$ cat src/common/adc_link_pkg.sv
// What this block does
// - frame select fall samples and starts conversion
// - frame: four zeros, ten bits MSB first, two zeros
// - first zero at select fall, zeros to edge three
// - MSB appears at fourth falling edge
// - sixteenth falling edge releases the output
// - conversion completes at fourteenth falling edge
// - acquisition starts at rising edge after thirteenth
// - host may release select after sixteen clocks
// - host waits quiet interval before next frame
// - hold select until acquisition, else next invalid
// - select high aborts conversion, output released
// - release between edges two and ten: power-down
// - dummy cycle over ten edges wakes device
// - full power within recovery time after wake
// - host may end dummy after tenth edge
// - dummy may stop short if recovery respected
// - quiet interval at least forty nanoseconds
// - host discards one result after power-up
package adc_link_pkg;
    localparam int unsigned CLK_HZ          = 25000000;
    localparam int unsigned CLK_NS          = 40;
    localparam int unsigned DATA_W          = 10;
    localparam int unsigned FRAME_BITS      = 16;
    localparam int unsigned LEAD_ZEROS      = 4;
    localparam int unsigned EDGE_W          = 5;
    localparam int unsigned EDGE_MSB        = 4;
    localparam int unsigned EDGE_ACQ        = 13;
    localparam int unsigned EDGE_CONV_DONE  = 14;
    localparam int unsigned EDGE_RELEASE    = 16;
    localparam int unsigned EDGE_PD_LO      = 2;
    localparam int unsigned EDGE_PD_HI      = 10;
    localparam int unsigned EDGE_WAKE       = 10;
    localparam int unsigned QUIET_NS        = 40;
    localparam int unsigned RECOVER_NS      = 800;
    localparam int unsigned QUIET_CYC       = (QUIET_NS + CLK_NS - 1) / CLK_NS;
    localparam int unsigned RECOVER_CYC     = (RECOVER_NS + CLK_NS - 1) / CLK_NS;
    localparam int unsigned SCLK_DIV        = 4;
    localparam int unsigned FIFO_DEPTH      = 16;
    localparam logic [9:0]  RESULT_RESET    = 10'h000;
endpackage

$ cat src/common/adc_link_if.sv
`timescale 1ns/10ps
`default_nettype none
interface adc_link_if;
    logic frame_sel_n;
    logic sclk;
    logic serial_result_out;
    logic serial_result_oe;
    modport dev  (input frame_sel_n, input sclk, output serial_result_out, output serial_result_oe);
    modport host (output frame_sel_n, output sclk, input serial_result_out, input serial_result_oe);
endinterface
`default_nettype wire

$ cat src/core/adc_host_end.sv
`timescale 1ns/10ps
`default_nettype none
module adc_host_end #(
    parameter int unsigned DATA_W = adc_link_pkg::DATA_W,
    parameter int unsigned DEPTH  = adc_link_pkg::FIFO_DEPTH
) (
    input  wire logic              clk_sys_i,
    input  wire logic              rst_i,
    adc_link_if.host               link,
    input  wire logic              start_i,
    input  wire logic              power_down_req_i,
    input  wire logic              wake_req_i,
    output logic                   busy_o,
    output logic [DATA_W-1:0]      result_o,
    output logic                   result_valid_o,
    input  wire logic              result_ready_i
);
    typedef enum logic [2:0] {
        IDLE  = 3'b000,
        FRAME = 3'b001,
        QUIET = 3'b010,
        PDOWN = 3'b011,
        WAKE  = 3'b100
    } state_t;
    state_t     st_q;
    logic       cs_n_q, sclk_q, in_m_q, in_s_q, first_q, abort_q;
    logic [1:0] div_q;
    logic [4:0] edge_q;
    logic [4:0] wait_q;
    logic [15:0] sh_q;
    logic       push_q;
    logic [DATA_W-1:0] word_q;
    logic       fifo_ready;
    wire tick     = div_q == 2'(adc_link_pkg::SCLK_DIV - 1);
    wire half     = div_q == 2'(adc_link_pkg::SCLK_DIV / 2 - 1);
    assign link.frame_sel_n = cs_n_q;
    assign link.sclk        = sclk_q;
    assign busy_o           = st_q != IDLE;
    always_ff @(posedge clk_sys_i) begin
        if (rst_i) begin
            in_m_q <= 1'b0;
            in_s_q <= 1'b0;
        end else begin
            in_m_q <= link.serial_result_out;
            in_s_q <= in_m_q;
        end
    end
    always_ff @(posedge clk_sys_i) begin
        if (rst_i) begin
            st_q <= IDLE; cs_n_q <= 1'b1; sclk_q <= 1'b1; div_q <= '0;
            edge_q <= '0; wait_q <= '0; sh_q <= '0; push_q <= 1'b0;
            word_q <= '0; first_q <= 1'b1; abort_q <= 1'b0;
        end else begin
            push_q <= 1'b0;
            div_q  <= (st_q == FRAME || st_q == WAKE) ? div_q + 1'b1 : '0;
            unique case (st_q)
                IDLE: begin
                    if (wake_req_i) begin
                        st_q <= WAKE; cs_n_q <= 1'b0; edge_q <= '0;
                    end else if (start_i && fifo_ready) begin
                        st_q <= FRAME; cs_n_q <= 1'b0; edge_q <= '0;
                        abort_q <= power_down_req_i;
                    end
                end
                FRAME, WAKE: begin
                    if (half) begin
                        sclk_q <= 1'b0;
                        edge_q <= edge_q + 1'b1;
                        sh_q   <= {sh_q[14:0], in_s_q};
                    end
                    if (tick) begin
                        sclk_q <= 1'b1;
                    end
                    if (tick && st_q == FRAME && abort_q && edge_q == 5'(adc_link_pkg::EDGE_PD_LO + 1)) begin
                        cs_n_q <= 1'b1; st_q <= PDOWN;
                    end else if (tick && st_q == WAKE && edge_q == 5'(adc_link_pkg::EDGE_WAKE + 1)) begin
                        cs_n_q <= 1'b1; st_q <= QUIET;
                        wait_q <= 5'(adc_link_pkg::RECOVER_CYC);
                    end else if (tick && edge_q == 5'(adc_link_pkg::FRAME_BITS)) begin
                        cs_n_q <= 1'b1; st_q <= QUIET;
                        wait_q <= 5'(adc_link_pkg::QUIET_CYC + 2);
                        push_q <= !first_q;
                        first_q <= 1'b0;
                        // sync delay: each shift holds the bit launched two falls earlier
                        word_q <= sh_q[15-adc_link_pkg::LEAD_ZEROS-1 -: DATA_W];
                    end
                end
                QUIET: begin
                    if (wait_q != '0) begin
                        wait_q <= wait_q - 1'b1;
                    end else begin
                        st_q <= IDLE;
                    end
                end
                PDOWN: begin
                    first_q <= 1'b1;
                    st_q    <= IDLE;
                end
                default: st_q <= IDLE;
            endcase
        end
    end
    result_fifo #(.WIDTH(DATA_W), .DEPTH(DEPTH)) u_fifo (
        .clk_sys_i  (clk_sys_i),
        .rst_i      (rst_i),
        .in_data_i  (word_q),
        .in_valid_i (push_q),
        .in_ready_o (fifo_ready),
        .out_data_o (result_o),
        .out_valid_o(result_valid_o),
        .out_ready_i(result_ready_i)
    );
endmodule // adc_host_end
`default_nettype wire

$ cat src/core/result_fifo.sv
`timescale 1ns/10ps
`default_nettype none
module result_fifo #(
    parameter int unsigned WIDTH = 10,
    parameter int unsigned DEPTH = 16
) (
    input  wire logic             clk_sys_i,
    input  wire logic             rst_i,
    input  wire logic [WIDTH-1:0] in_data_i,
    input  wire logic             in_valid_i,
    output logic                  in_ready_o,
    output logic      [WIDTH-1:0] out_data_o,
    output logic                  out_valid_o,
    input  wire logic             out_ready_i
);
    localparam int unsigned AW = $clog2(DEPTH);
    logic [WIDTH-1:0] mem_q [DEPTH];
    logic [AW-1:0]    wr_q;
    logic [AW-1:0]    rd_q;
    logic [AW:0]      cnt_q;
    wire              push = in_valid_i && in_ready_o;
    wire              pop  = out_valid_o && out_ready_i;
    assign in_ready_o  = cnt_q != (AW+1)'(DEPTH);
    assign out_valid_o = cnt_q != '0;
    assign out_data_o  = mem_q[rd_q];
    always_ff @(posedge clk_sys_i) begin
        if (push) begin
            mem_q[wr_q] <= in_data_i;
        end
    end
    always_ff @(posedge clk_sys_i) begin
        if (rst_i) begin
            wr_q  <= '0;
            rd_q  <= '0;
            cnt_q <= '0;
        end else begin
            if (push) begin
                wr_q <= (wr_q == AW'(DEPTH-1)) ? '0 : wr_q + 1'b1;
            end
            if (pop) begin
                rd_q <= (rd_q == AW'(DEPTH-1)) ? '0 : rd_q + 1'b1;
            end
            cnt_q <= cnt_q + (AW+1)'(push) - (AW+1)'(pop);
        end
    end
endmodule // result_fifo
`default_nettype wire

$ cat src/flat_wrapper.sv
// flat-port wrapper written by rule: the top's interface ports become plain ports
module adc_host_end_flat 
#(
    parameter int unsigned DATA_W = adc_link_pkg::DATA_W,
    parameter int unsigned DEPTH  = adc_link_pkg::FIFO_DEPTH
)
  (clk_sys_i, rst_i, start_i, power_down_req_i, wake_req_i, busy_o, result_o, result_valid_o, result_ready_i, link_frame_sel_n, link_sclk, link_serial_result_out, link_serial_result_oe);
  adc_link_if link_i ();
  input  wire logic clk_sys_i;
  input  wire logic rst_i;
  input  wire logic start_i;
  input  wire logic power_down_req_i;
  input  wire logic wake_req_i;
  output logic busy_o;
  output logic [DATA_W-1:0] result_o;
  output logic result_valid_o;
  input  wire logic result_ready_i;
  output wire logic [$bits(link_i.frame_sel_n)-1:0] link_frame_sel_n;
  output wire logic [$bits(link_i.sclk)-1:0] link_sclk;
  input wire logic [$bits(link_i.serial_result_out)-1:0] link_serial_result_out;
  input wire logic [$bits(link_i.serial_result_oe)-1:0] link_serial_result_oe;
  assign link_frame_sel_n = link_i.frame_sel_n;
  assign link_sclk = link_i.sclk;
  assign link_i.serial_result_out = link_serial_result_out;
  assign link_i.serial_result_oe = link_serial_result_oe;
  adc_host_end #(.DATA_W(DATA_W), .DEPTH(DEPTH)) u_core (.clk_sys_i(clk_sys_i), .rst_i(rst_i), .link(link_i), .start_i(start_i), .power_down_req_i(power_down_req_i), .wake_req_i(wake_req_i), .busy_o(busy_o), .result_o(result_o), .result_valid_o(result_valid_o), .result_ready_i(result_ready_i));
endmodule
$ cat config.mk
export PLATFORM = sky130hd
export DESIGN_NAME = adc_host_end_flat
export DESIGN_NICKNAME = d
export VERILOG_FILES = /design/src/common/adc_link_pkg.sv /design/src/common/adc_link_if.sv /design/src/core/adc_host_end.sv /design/src/core/result_fifo.sv /design/src/flat_wrapper.sv
export SDC_FILE = /design/constraint.sdc
export NUM_CORES = 1
export LEC_CHECK = 0
export BUFFER_PORTS_ARGS = -buffer_cell sky130_fd_sc_hd__clkbuf_2
export CORE_MARGIN = 2
export CORE_UTILIZATION = 60
export CTS_CLUSTER_SIZE = 12
export DETAILED_ROUTE_END_ITERATION = 8
export PLACE_DENSITY = 0.84
export SYNTH_ARGS = -nofsm -noshare
export SYNTH_HDL_FRONTEND = slang
export SYNTH_SLANG_ARGS = --single-unit
$ cat constraint.sdc
create_clock -name clk_sys_i -period 4.9 [get_ports clk_sys_i]
set_input_delay 0.98 -clock clk_sys_i [delete_from_list [all_inputs] [get_ports clk_sys_i]]
set_output_delay 0.98 -clock clk_sys_i [all_outputs]
set_load 0.01 [all_outputs]
=== Word level (Yosys, flattened, before mapping) ===
Memories as Yosys holds them, arrays and structs flattened. A register that Yosys moved wholly into a read port is not among the register bits.
Cells that the tools add are included.

* Equality and inequality tests: 21
* Multiplexer cells: 34
* Reductions and logical operators: 31
* $add $sub $neg: 7
* Bitwise gates (word level): 6

{| class="wikitable"
|+ Operator list
! cell !! number
|-
| $mux 5 || 7
|-
| $pmux 5 s2 || 2
|-
| $mux 3 || 6
|-
| $mux 4 || 4
|-
| $mux 1 || 12
|-
| $reduce_and 3->1 || 4
|-
| $reduce_and 4->1 || 3
|-
| $reduce_bool 5->1 || 2
|-
| $logic_and 1x1->1 || 9
|-
| $pmux 3 s3 || 1
|-
| $add 4x1->4 const B || 2
|-
| $eq 4x4->1 const B || 2
|-
| $reduce_bool 2->1 || 4
|-
| $eq 3x2->1 const B || 2
|-
| $ne 2x1->1 const B || 3
|-
| $ne 2x2->1 const B || 3
|-
| $not 1->1 || 6
|-
| $add 5x1->5 || 1
|-
| $add 5x1->5 const B || 1
|-
| $eq 5x2->1 const B || 1
|-
| $eq 5x4->1 const B || 1
|-
| $eq 5x5->1 const B || 1
|-
| $ne 5x5->1 const B || 1
|-
| $reduce_or 5->1 || 1
|-
| 17 further kinds || 20
|}

* Flip-flop bits (word level): 56
* Logic and storage cells: 116
* Output and inout port bits: 14
* Bits in writable memories: 160
* Memories: 1

{| class="wikitable"
|+ Memories
! memory !! words !! bits a word !! read ports !! clocked after memory_dff !! wr ports !! RTL line !! source
|-
| u_core.u_fifo.mem_q || 16 || 10 || 1 || 1 || 1 || result_fifo.sv:17 || <nowiki>logic [WIDTH-1:0] mem_q [DEPTH];</nowiki>
|}

=== Depth between registers and ports, before layout ===
Gate-level depths: netlist (run 1).

* Depth in word-level cells: 6
* Mapped depth: 14
* Depth with buffers taken out: 13

=== Hierarchy ===
Synthesis (run 1) repeated with hierarchy kept, for this count alone.

* Cell total of the unflattened synthesis: 566
* Area total of the unflattened synthesis: 8,837.2 µm²

{| class="wikitable"
|+ Modules (own cells, without submodules)
! module !! seq. area each (µm²) !! cells an instance !! area an instance (µm²) !! times used
|-
| result_fifo || 5,144.9 || 353 || 6,988.0 || 1
|-
| adc_host_end || 860.8 || 213 || 1,849.3 || 1
|}

=== Least setup slack after synthesis (run 1) ===
No wires, ideal clock.

* Kind: reg-to-reg
* Start: register u_core.u_fifo.cnt_q[3]
* End: register u_core.u_fifo.cnt_q[4]
* Arrival: 2.774 ns
* Slack: 2.056 ns
* Cell stages (with the launch flop): 15
* Data required time: 4.829 ns
* Clock period less this slack: 2.844 ns
* Cell sequence: dfxtp_1 > inv_1 > ha_1 > or4b_1 > clkbuf_1 > nand2_1 > inv_1 > ha_1 > inv_1 > ha_1 > fa_1 > a21oi_1 > nor2_1 > or3_1 > a21oi_1

* Elaborated cells between the ends (all ways): 6

{| class="wikitable"
|+ RTL lines
! element !! RTL line !! source
|-
| start: declaration || result_fifo.sv:20 || <nowiki>logic [AW:0] cnt_q;</nowiki>
|-
| start signal: assignment || result_fifo.sv:43 || <nowiki>cnt_q <= cnt_q + (AW+1)'(push) - (AW+1)'(pop);</nowiki>
|-
| $reduce_bool 5->1 || result_fifo.sv:24 || <nowiki>assign out_valid_o = cnt_q != '0;</nowiki>
|-
| via result_valid_o || flat_wrapper.sv:16 || <nowiki>output logic result_valid_o;</nowiki>
|-
| $logic_and 1x1->1 || result_fifo.sv:22 || <nowiki>wire pop = out_valid_o && out_ready_i;</nowiki>
|-
| $sub 5x1->5 || result_fifo.sv:43 ||
|}

The timed path passes the listed nets, and every way through them passes these cells.
A chain may end at the register's enable or synchronous reset.

==> impl_metrics.sql, run 1 <==
INSERT INTO impl_metrics (metric_group, metric, value, unit) VALUES
('setup_path', 'worst-endpoint-arrival', '2.73', 'ns'),
('die', 'die_x', '125.2', 'um'),
('synthesis', 'mappedNetlistArea', '8813', 'sq um'),
('clock_network', 'cts_hold_buffers', '0', ''),
('clock_network', 'clkTransAtPathRegs', '0.06', 'ns'),
('setup_path', 'critPathMaxFanout', '40', ''),
('finish', 'final_layout_size_suffix_gt1_share', '19.73', '%'),
('finish', 'layout.cells.most_common', 'sky130_fd_sc_hd__edfxtp_1', ''),
('route', 'detailedRoute.firstIterationViolations', '373', ''),
('die', 'num_rows', '44', ''),
('placement', 'io_buffer_count', '20', ''),
('global_routing', 'gr-total-overflow', '0', ''),
('finish', 'antenna_cells', '0', ''),
('power_and_ir_drop', 'pwr_density_cell', '465.5', 'nW/um^2'),
('die', 'core_region_area', '14420', 'sq um'),
('synthesis', 'post_synth.cell_area_avg', '16.05', 'sq um'),
('run_status', 'status', 'completed', ''),
('placement', 'place_hpwl', '10210', 'um'),
('route', 'routed-via-count', '4816', ''),
('clock_network', 'clk_sink_count', '220', ''),
('die', 'dieArea', '15680', 'sq um'),
('clock_network', 'cts_buffers', '23', ''),
('finish', 'fillerInstances', '924', ''),
('min_path', 'min-delay-path-class', 'flop to flop', ''),
('setup_path', 'worstRegToRegCells', '13', ''),
('clock_network', 'cts_root_buf', 'sky130_fd_sc_hd__clkbuf_16', ''),
('finish', 'multiInputGateArea', '2628', 'sq um'),
('placement', 'dpl-instance-area', '9102', 'sq um'),
('placement', 'routabilityCongestion', '0.8166', ''),
('route', 'viasPerCell', '6.198', ''),
('route', 'drt_first_pass_iters', '5', ''),
('timing', 'slew_headroom', '17.61', '%'),
('timing', 'final.min_clock_period', '3.706', 'ns'),
('clock_network', 'cts_repair_resize_count', '0', ''),
('clock_network', 'clock_path_buffers', '3', ''),
('setup_path', 'startpoint_type', 'flop', ''),
('setup_path', 'setup.worst_path.class', 'flop to output port', ''),
('timing', 'timing.fmax', '269.9', 'MHz'),
('timing', 'max_slew.worst_pin.slew', '1.231', 'ns'),
('finish', 'mostFrequentLayoutCells', 'sky130_fd_sc_hd__edfxtp_1 (160), sky130_fd_sc_hd__dfxtp_1 (59), sky130_fd_sc_hd__mux4_2 (50)', ''),
('timing', 'slew_viol_final', '0', ''),
('timing', 'final-hold-violation-count', '0', ''),
('synthesis', 'number_of_standard_cells_after_synthesis', '549', ''),
('finish', 'area.growth.synth_to_final', '11.23', '%'),
('synthesis', 'asyncSetResetFlopFracSynth', '0', '%'),
('finish', 'final_net_count', '602', ''),
('die', 'i_o_pin_count', '22', ''),
('timing', 'clock_skew', '0.01818', 'ns'),
('route', 'routed_wirelength', '17470', 'um'),
('global_routing', 'first_global_vias', '5032', ''),
('timing', 'fin_setup_tns', '0', 'ns'),
('synthesis', 'leading_register_cell_type_out_of_synthesis', 'sky130_fd_sc_hd__edfxtp_1', ''),
('finish', 'post_layout_nonfiller_instances', '777', ''),
('synthesis', 'yosys.cell_types.count', '50', ''),
('clock_network', 'h-tree-depth', '1', ''),
('timing', 'min_period_over_period', '75.63', '%'),
('placement', 'post-place-cells', '735', ''),
('clock_network', 'cts_tree', 'built', ''),
('synthesis', 'synth_warnings', '0', ''),
('global_routing', 'grt_antenna_before_repair', '0', ''),
('clock_network', 'post_cts_buffers', '0', ''),
('die', 'start_util', '61.10', '%'),
('setup_path', 'worst-endpoint-required', '3.92', 'ns'),
('power_and_ir_drop', 'p_leak', '3.299', 'nW'),
('die', 'chipHeight', '125.2', 'um'),
('min_path', 'whs_path_depth', '1', ''),
('synthesis', 'sequential_area_share_after_synthesis', '68.14', '%'),
('finish', 'layout.cell_area.non_filler', '9803', 'sq um'),
('global_routing', 'grt_max_degree', '62', ''),
('route', 'detail-route-antenna-nets', '0', ''),
('synthesis', 'synth.ff_latch_count', '220', ''),
('synthesis', 'synth_enable_flop_cells', '160', ''),
('synthesis', 'synth.net_count', '575', ''),
('route', 'drc', '0', ''),
('power_and_ir_drop', 'worst_ir_drop_vdd', '0.0004044', 'V'),
('finish', 'regArea', '6007', 'sq um'),
('flow_run', 'max_cap_viol_count', '0', ''),
('clock_network', 'worst_skew_pair.late_latency', '0.50', 'ns'),
('route', 'routedWlPerCell', '22.48', 'um'),
('global_routing', 'grt_use_total', '22.86', '%'),
('finish', 'finish.utilization', '67.97', '%'),
('timing', 'timing.final.setup_violations', '0', ''),
('setup_path', 'crit_path_end_kind', 'output port', ''),
('timing', 'rsz0062_at_grt', 'false', ''),
('global_routing', 'first_pass_grt_wire_length', '27610', 'um');
sequential cells by signal, indices dropped and copies added (netlist names), named ones only:
name	cells
u_core.u_fifo.rd_q	4
u_core.abort_q	1
u_core.link.frame_sel_n	1
u_core.word_q	10
u_core.u_fifo.mem_q	160
u_core.st_q	3
u_core.sh_q	11
u_core.push_q	1
u_core.div_q	2
u_core.wait_q	5
u_core.in_m_q	1
u_core.first_q	1
u_core.in_s_q	1
u_core.link.sclk	1
u_core.u_fifo.wr_q	4
u_core.u_fifo.cnt_q	5
u_core.edge_q	5
per-stage QoR:
stage                     setup slack (ns)  hold WS (ns)  total power, W
after detailed placement             1.660        0.4325        0.003000
final                                1.194        0.4424        0.004563
after global routing                 1.030        0.4694        0.004759
after CTS                            1.122        0.4406        0.004584
after global placement               1.673        0.4237        0.002950
after floorplan                      2.056        0.4138        0.002806
kinds of logic after synthesis:
logic type | count (synthesis) | share of synthesized area (%)
and+or+nand+nor | 134 | 7.524
buffers and inverters | 46 | 2.101
AOI/OAI and AO/OA | 58 | 4.344
DFF | 220 | 68.14
xor gates and xnor gates | 10 | 0.9937
muxes | 63 | 14.25
adders and majority gates | 18 | 2.641
Yosys cell counts (all sizes together) (8+ instances only):
| cell type | instances | area, sq um |
|---|---|---|
| a21oi | 30 | 150.1 |
| buf | 13 | 61.31 |
| clkbuf | 15 | 56.30 |
| dfxtp | 60 | 1201 |
| edfxtp | 160 | 4805 |
| ha | 17 | 212.7 |
| inv | 18 | 67.56 |
| mux2i | 13 | 130.1 |
| mux4 | 50 | 1126 |
| nand2 | 36 | 135.1 |
| nand2b | 8 | 50.05 |
| nand3 | 12 | 60.06 |
| nor2 | 40 | 150.1 |
| nor3 | 11 | 60.06 |
critical path, stage by stage, from the launching register on:
cell	delay, ns
sky130_fd_sc_hd__dfxtp_2	0.31
sky130_fd_sc_hd__buf_4	0.62
sky130_fd_sc_hd__mux4_2	0.60
sky130_fd_sc_hd__mux4_2	0.53
sky130_fd_sc_hd__clkbuf_2	0.16
layout make-up:
class / instances / share of cell area (%)
flip-flops and latches: 220 / 61.28
multi-input cells: 283 / 26.80
clock buffers: 38 / 6.854
well taps: 184 / 2.348
repair buffers: 30 / 1.787
inverters: 18 / 0.6892
clock inverters: 4 / 0.2425
metal layers:
metal  part of all wire [%]  track usage (%)
met1                     39            28.76
met2                     51            39.48
met3                    5.2            4.065
met4                    4.1            9.804
met5                      0                0
where the power goes:
part           switching (W)  internal [W]
Sequential         0.0000740       0.00203
Combinational       0.000462      0.000403
Clock               0.000660      0.000934
Total                0.00120       0.00337
final timing paths:
| check | from | end | slack [ns] |
|---|---|---|---|
| setup / recovery | flop | result_o[6] | 1.19 |
| hold reg to reg | u_core.in_m_q$_SDFF_PP0_ | u_core.in_s_q$_SDFF_PP0_ | 0.44 |
| hold / removal | u_core.in_m_q$_SDFF_PP0_ | u_core.in_s_q$_SDFF_PP0_ | 0.44 |
| setup reg to reg | u_core.u_fifo.cnt_q[3]$_SDFF_PP0_ | u_core.u_fifo.cnt_q[4]$_SDFF_PP0_ | 1.84 |
Power figures use the tool's default switching activity.
==> run 2: changes to the inputs <==
==> constraint.sdc (replaced) <==
create_clock -name clk_sys_i -period 3.8 [get_ports clk_sys_i]
set_input_delay 0.76 -clock clk_sys_i [delete_from_list [all_inputs] [get_ports clk_sys_i]]
set_output_delay 0.76 -clock clk_sys_i [all_outputs]
set_load 0.01 [all_outputs]
==> run 2 against run 1 <==
Against the previous run:
- combinational power increased by 31%
- setup slack got worse by 0.79 ns
- cell area hardly changed
- clock power up 26%
- first-iteration DRC count shrank 7.0%
- flip-flop and latch count did not move
- wire length shrank 3.2%
- critical path type unchanged
- largest power group unchanged
- die area unchanged
- register-to-register slack lost 1.1 ns
- utilization is 0.061 points higher
==> impl_metrics.sql, run 2 (synthesis gave the netlist of run 1 again) <==
INSERT INTO impl_metrics (metric_group, metric, value, unit) VALUES
('run_status', 'status', 'completed', ''),
('setup_path', 'startpoint_type', 'flop', ''),
('clock_network', 'cts_repair_resize_count', '0', ''),
('min_path', 'whs_path_depth', '1', ''),
('timing', 'clock_skew', '0.01058', 'ns'),
('min_path', 'timing.hold.worst_endpoint', 'u_core.in_s_q$_SDFF_PP0_', ''),
('min_path', 'hp-start', 'u_core.in_m_q$_SDFF_PP0_', ''),
('finish', 'final_layout_size_suffix_gt1_share', '19.43', '%'),
('power_and_ir_drop', 'p_leak', '3.297', 'nW'),
('clock_network', 'cts_root_buf', 'sky130_fd_sc_hd__clkbuf_16', ''),
('finish', 'layout.cells.most_common', 'sky130_fd_sc_hd__edfxtp_1', ''),
('setup_path', 'worstRegToRegCells', '13', ''),
('die', 'start_util', '61.10', '%'),
('flow_run', 'max_cap_viol_count', '0', ''),
('global_routing', 'grt_antenna_before_repair', '0', ''),
('global_routing', 'gr-total-overflow', '0', ''),
('die', 'num_rows', '44', ''),
('finish', 'fillerInstances', '909', ''),
('setup_path', 'setup.worst_path.class', 'flop to output port', ''),
('power_and_ir_drop', 'worst_ir_drop_vdd', '0.0004507', 'V'),
('global_routing', 'grt.busiest_layer', 'met2', ''),
('placement', 'place_hpwl', '10720', 'um'),
('clock_network', 'h-tree-depth', '1', ''),
('global_routing', 'first_pass_grt_wire_length', '27450', 'um'),
('finish', 'registers.top_by_ff_count', 'u_core.u_fifo.mem_q', ''),
('global_routing', 'grt_use_met2', '39.93', '%'),
('clock_network', 'clkTransAtPathRegs', '0.06', 'ns'),
('finish', 'final_net_count', '602', ''),
('setup_path', 'worst-endpoint-arrival', '2.63', 'ns'),
('setup_path', 'critical-path-slowest-cell', 'sky130_fd_sc_hd__dfxtp_2', ''),
('global_routing', 'groute.layer.met3.usage', '2.610', '%'),
('finish', 'layout.cell_area.non_filler', '9812', 'sq um'),
('route', 'detail-route-antenna-nets', '0', ''),
('die', 'core_region_area', '14420', 'sq um'),
('route', 'drc', '0', ''),
('power_and_ir_drop', 'pwr_density_cell', '597.9', 'nW/um^2'),
('clock_network', 'worst_skew_pair.late_latency', '0.49', 'ns'),
('timing', 'rsz0062_at_grt', 'false', ''),
('min_path', 'min-delay-path-class', 'flop to flop', ''),
('timing', 'timing.fmax', '294.7', 'MHz'),
('route', 'routedWlPerCell', '21.80', 'um'),
('global_routing', 'grt_max_degree', '62', ''),
('die', 'dieArea', '15680', 'sq um'),
('finish', 'reg.largest.list', 'u_core.u_fifo.mem_q: 160 flops, u_core.sh_q: 11 flops, u_core.word_q: 10 flops', ''),
('clock_network', 'clk_sink_count', '220', ''),
('global_routing', 'grt_use_total', '22.32', '%'),
('route', 'viasPerCell', '6.148', ''),
('timing', 'min_period_over_period', '89.29', '%'),
('die', 'i_o_pin_count', '22', ''),
('setup_path', 'critical_path.cell_chain', 'buf_12 -> mux4_2 -> mux4_2 -> clkbuf_2', ''),
('global_routing', 'globalRouteMet1Util', '30.25', '%'),
('timing', 'final.min_clock_period', '3.393', 'ns'),
('setup_path', 'crit-reg2reg-launch', 'u_core.u_fifo.cnt_q[3]$_SDFF_PP0_', ''),
('setup_path', 'end_of_the_worst_register_to_register_path', 'u_core.u_fifo.cnt_q[4]$_SDFF_PP0_', ''),
('setup_path', 'critPathMaxFanout', '15', ''),
('setup_path', 'rrSetupSlack', '0.70', 'ns'),
('clock_network', 'post_cts_buffers', '0', ''),
('timing', 'fin_setup_tns', '0', 'ns'),
('setup_path', 'crit_top_cell', 'sky130_fd_sc_hd__mux4_2', ''),
('setup_path', 'crit_path_end_kind', 'output port', ''),
('timing', 'timing.final.setup_violations', '0', ''),
('die', 'chipHeight', '125.2', 'um'),
('route', 'routed_wirelength', '16910', 'um'),
('global_routing', 'first_global_vias', '5020', ''),
('clock_network', 'cts_tree', 'built', ''),
('clock_network', 'clock_path_buffers', '3', ''),
('timing', 'slew_headroom', '21.87', '%'),
('finish', 'largest_register_ffs', '160', ''),
('timing', 'slew_viol_final', '0', ''),
('route', 'routed-via-count', '4771', ''),
('setup_path', 'max_stage_delay', '0.65', 'ns'),
('timing', 'max_slew.worst_pin.slew', '1.172', 'ns'),
('placement', 'io_buffer_count', '20', ''),
('placement', 'dpl-instance-area', '9135', 'sq um'),
('finish', 'mostFrequentLayoutCells', 'sky130_fd_sc_hd__edfxtp_1 (160), sky130_fd_sc_hd__dfxtp_1 (59), sky130_fd_sc_hd__mux4_2 (50)', ''),
('route', 'drt_first_pass_iters', '4', ''),
('finish', 'antenna_cells', '0', ''),
('finish', 'area.growth.synth_to_final', '11.33', '%'),
('timing', 'final-hold-violation-count', '0', ''),
('clock_network', 'cts_hold_buffers', '0', ''),
('setup_path', 'worst-endpoint-required', '3.04', 'ns'),
('die', 'die_x', '125.2', 'um'),
('route', 'detailedRoute.firstIterationViolations', '347', ''),
('clock_network', 'cts_buffers', '22', ''),
('placement', 'routabilityCongestion', '0.7984', '');
## run 2: stage by stage
step,util (%),hold WS (ns),setup slack [ns],cells,power [W]
floorplan,-,0.4138,0.9556,549,0.003618
global placement,63.33,0.4215,0.8694,736,0.003837
detailed placement,63.33,0.4283,0.7616,736,0.003902
CTS,67.99,0.4417,0.3575,776,0.005897
global route,68.03,0.4461,0.2867,776,0.006118
finish,68.03,0.4378,0.4068,776,0.005866
## run 2: worst max-delay path by stage
stage / cells past startpoint / to / slack [ns] / start
final: 4 / result_o[7] / 0.41 / flop
after global routing: 4 / result_o[7] / 0.29 / flop
after CTS: 4 / result_o[7] / 0.36 / flop
after detailed placement: 13 / u_core.u_fifo.cnt_q[4]$_SDFF_PP0_ / 0.76 / u_core.u_fifo.cnt_q[3]$_SDFF_PP0_
after global placement: 13 / u_core.u_fifo.cnt_q[4]$_SDFF_PP0_ / 0.87 / u_core.u_fifo.cnt_q[2]$_SDFF_PP0_
after floorplan: 14 / u_core.u_fifo.cnt_q[4]$_SDFF_PP0_ / 0.96 / u_core.u_fifo.cnt_q[3]$_SDFF_PP0_
## run 2: cell type report
class	count	area, sq um	area share (%)
inverter	18	67.56	0.6886
tap	184	230.2	2.346
sequential	220	6007	61.22
multi-input combinational	283	2628	26.78
clock buffer	40	671.9	6.848
timing repair buffer	31	207.7	2.117
## run 2: worst max-delay path: cells and delay by family, from the launching register on
kind	cells	cell delay (ns)
mux	2	1.07
flops	1	0.65
buf+inv	2	0.41
## run 2: layer usage
metal / share of wire, % / wire length [um] / vias up
met5: 0 / 0 / -
met4: 1.1 / 193 / 0
met3: 4.9 / 825 / 17
met2: 53 / 8936 / 151
met1: 41 / 6956 / 2428
li1: - / - / 2175
## run 2: power by group
group	internal (W)	switching [W]
sequential	0.00262	0.000116
clock	0.00118	0.000818
combinational	0.000540	0.000590
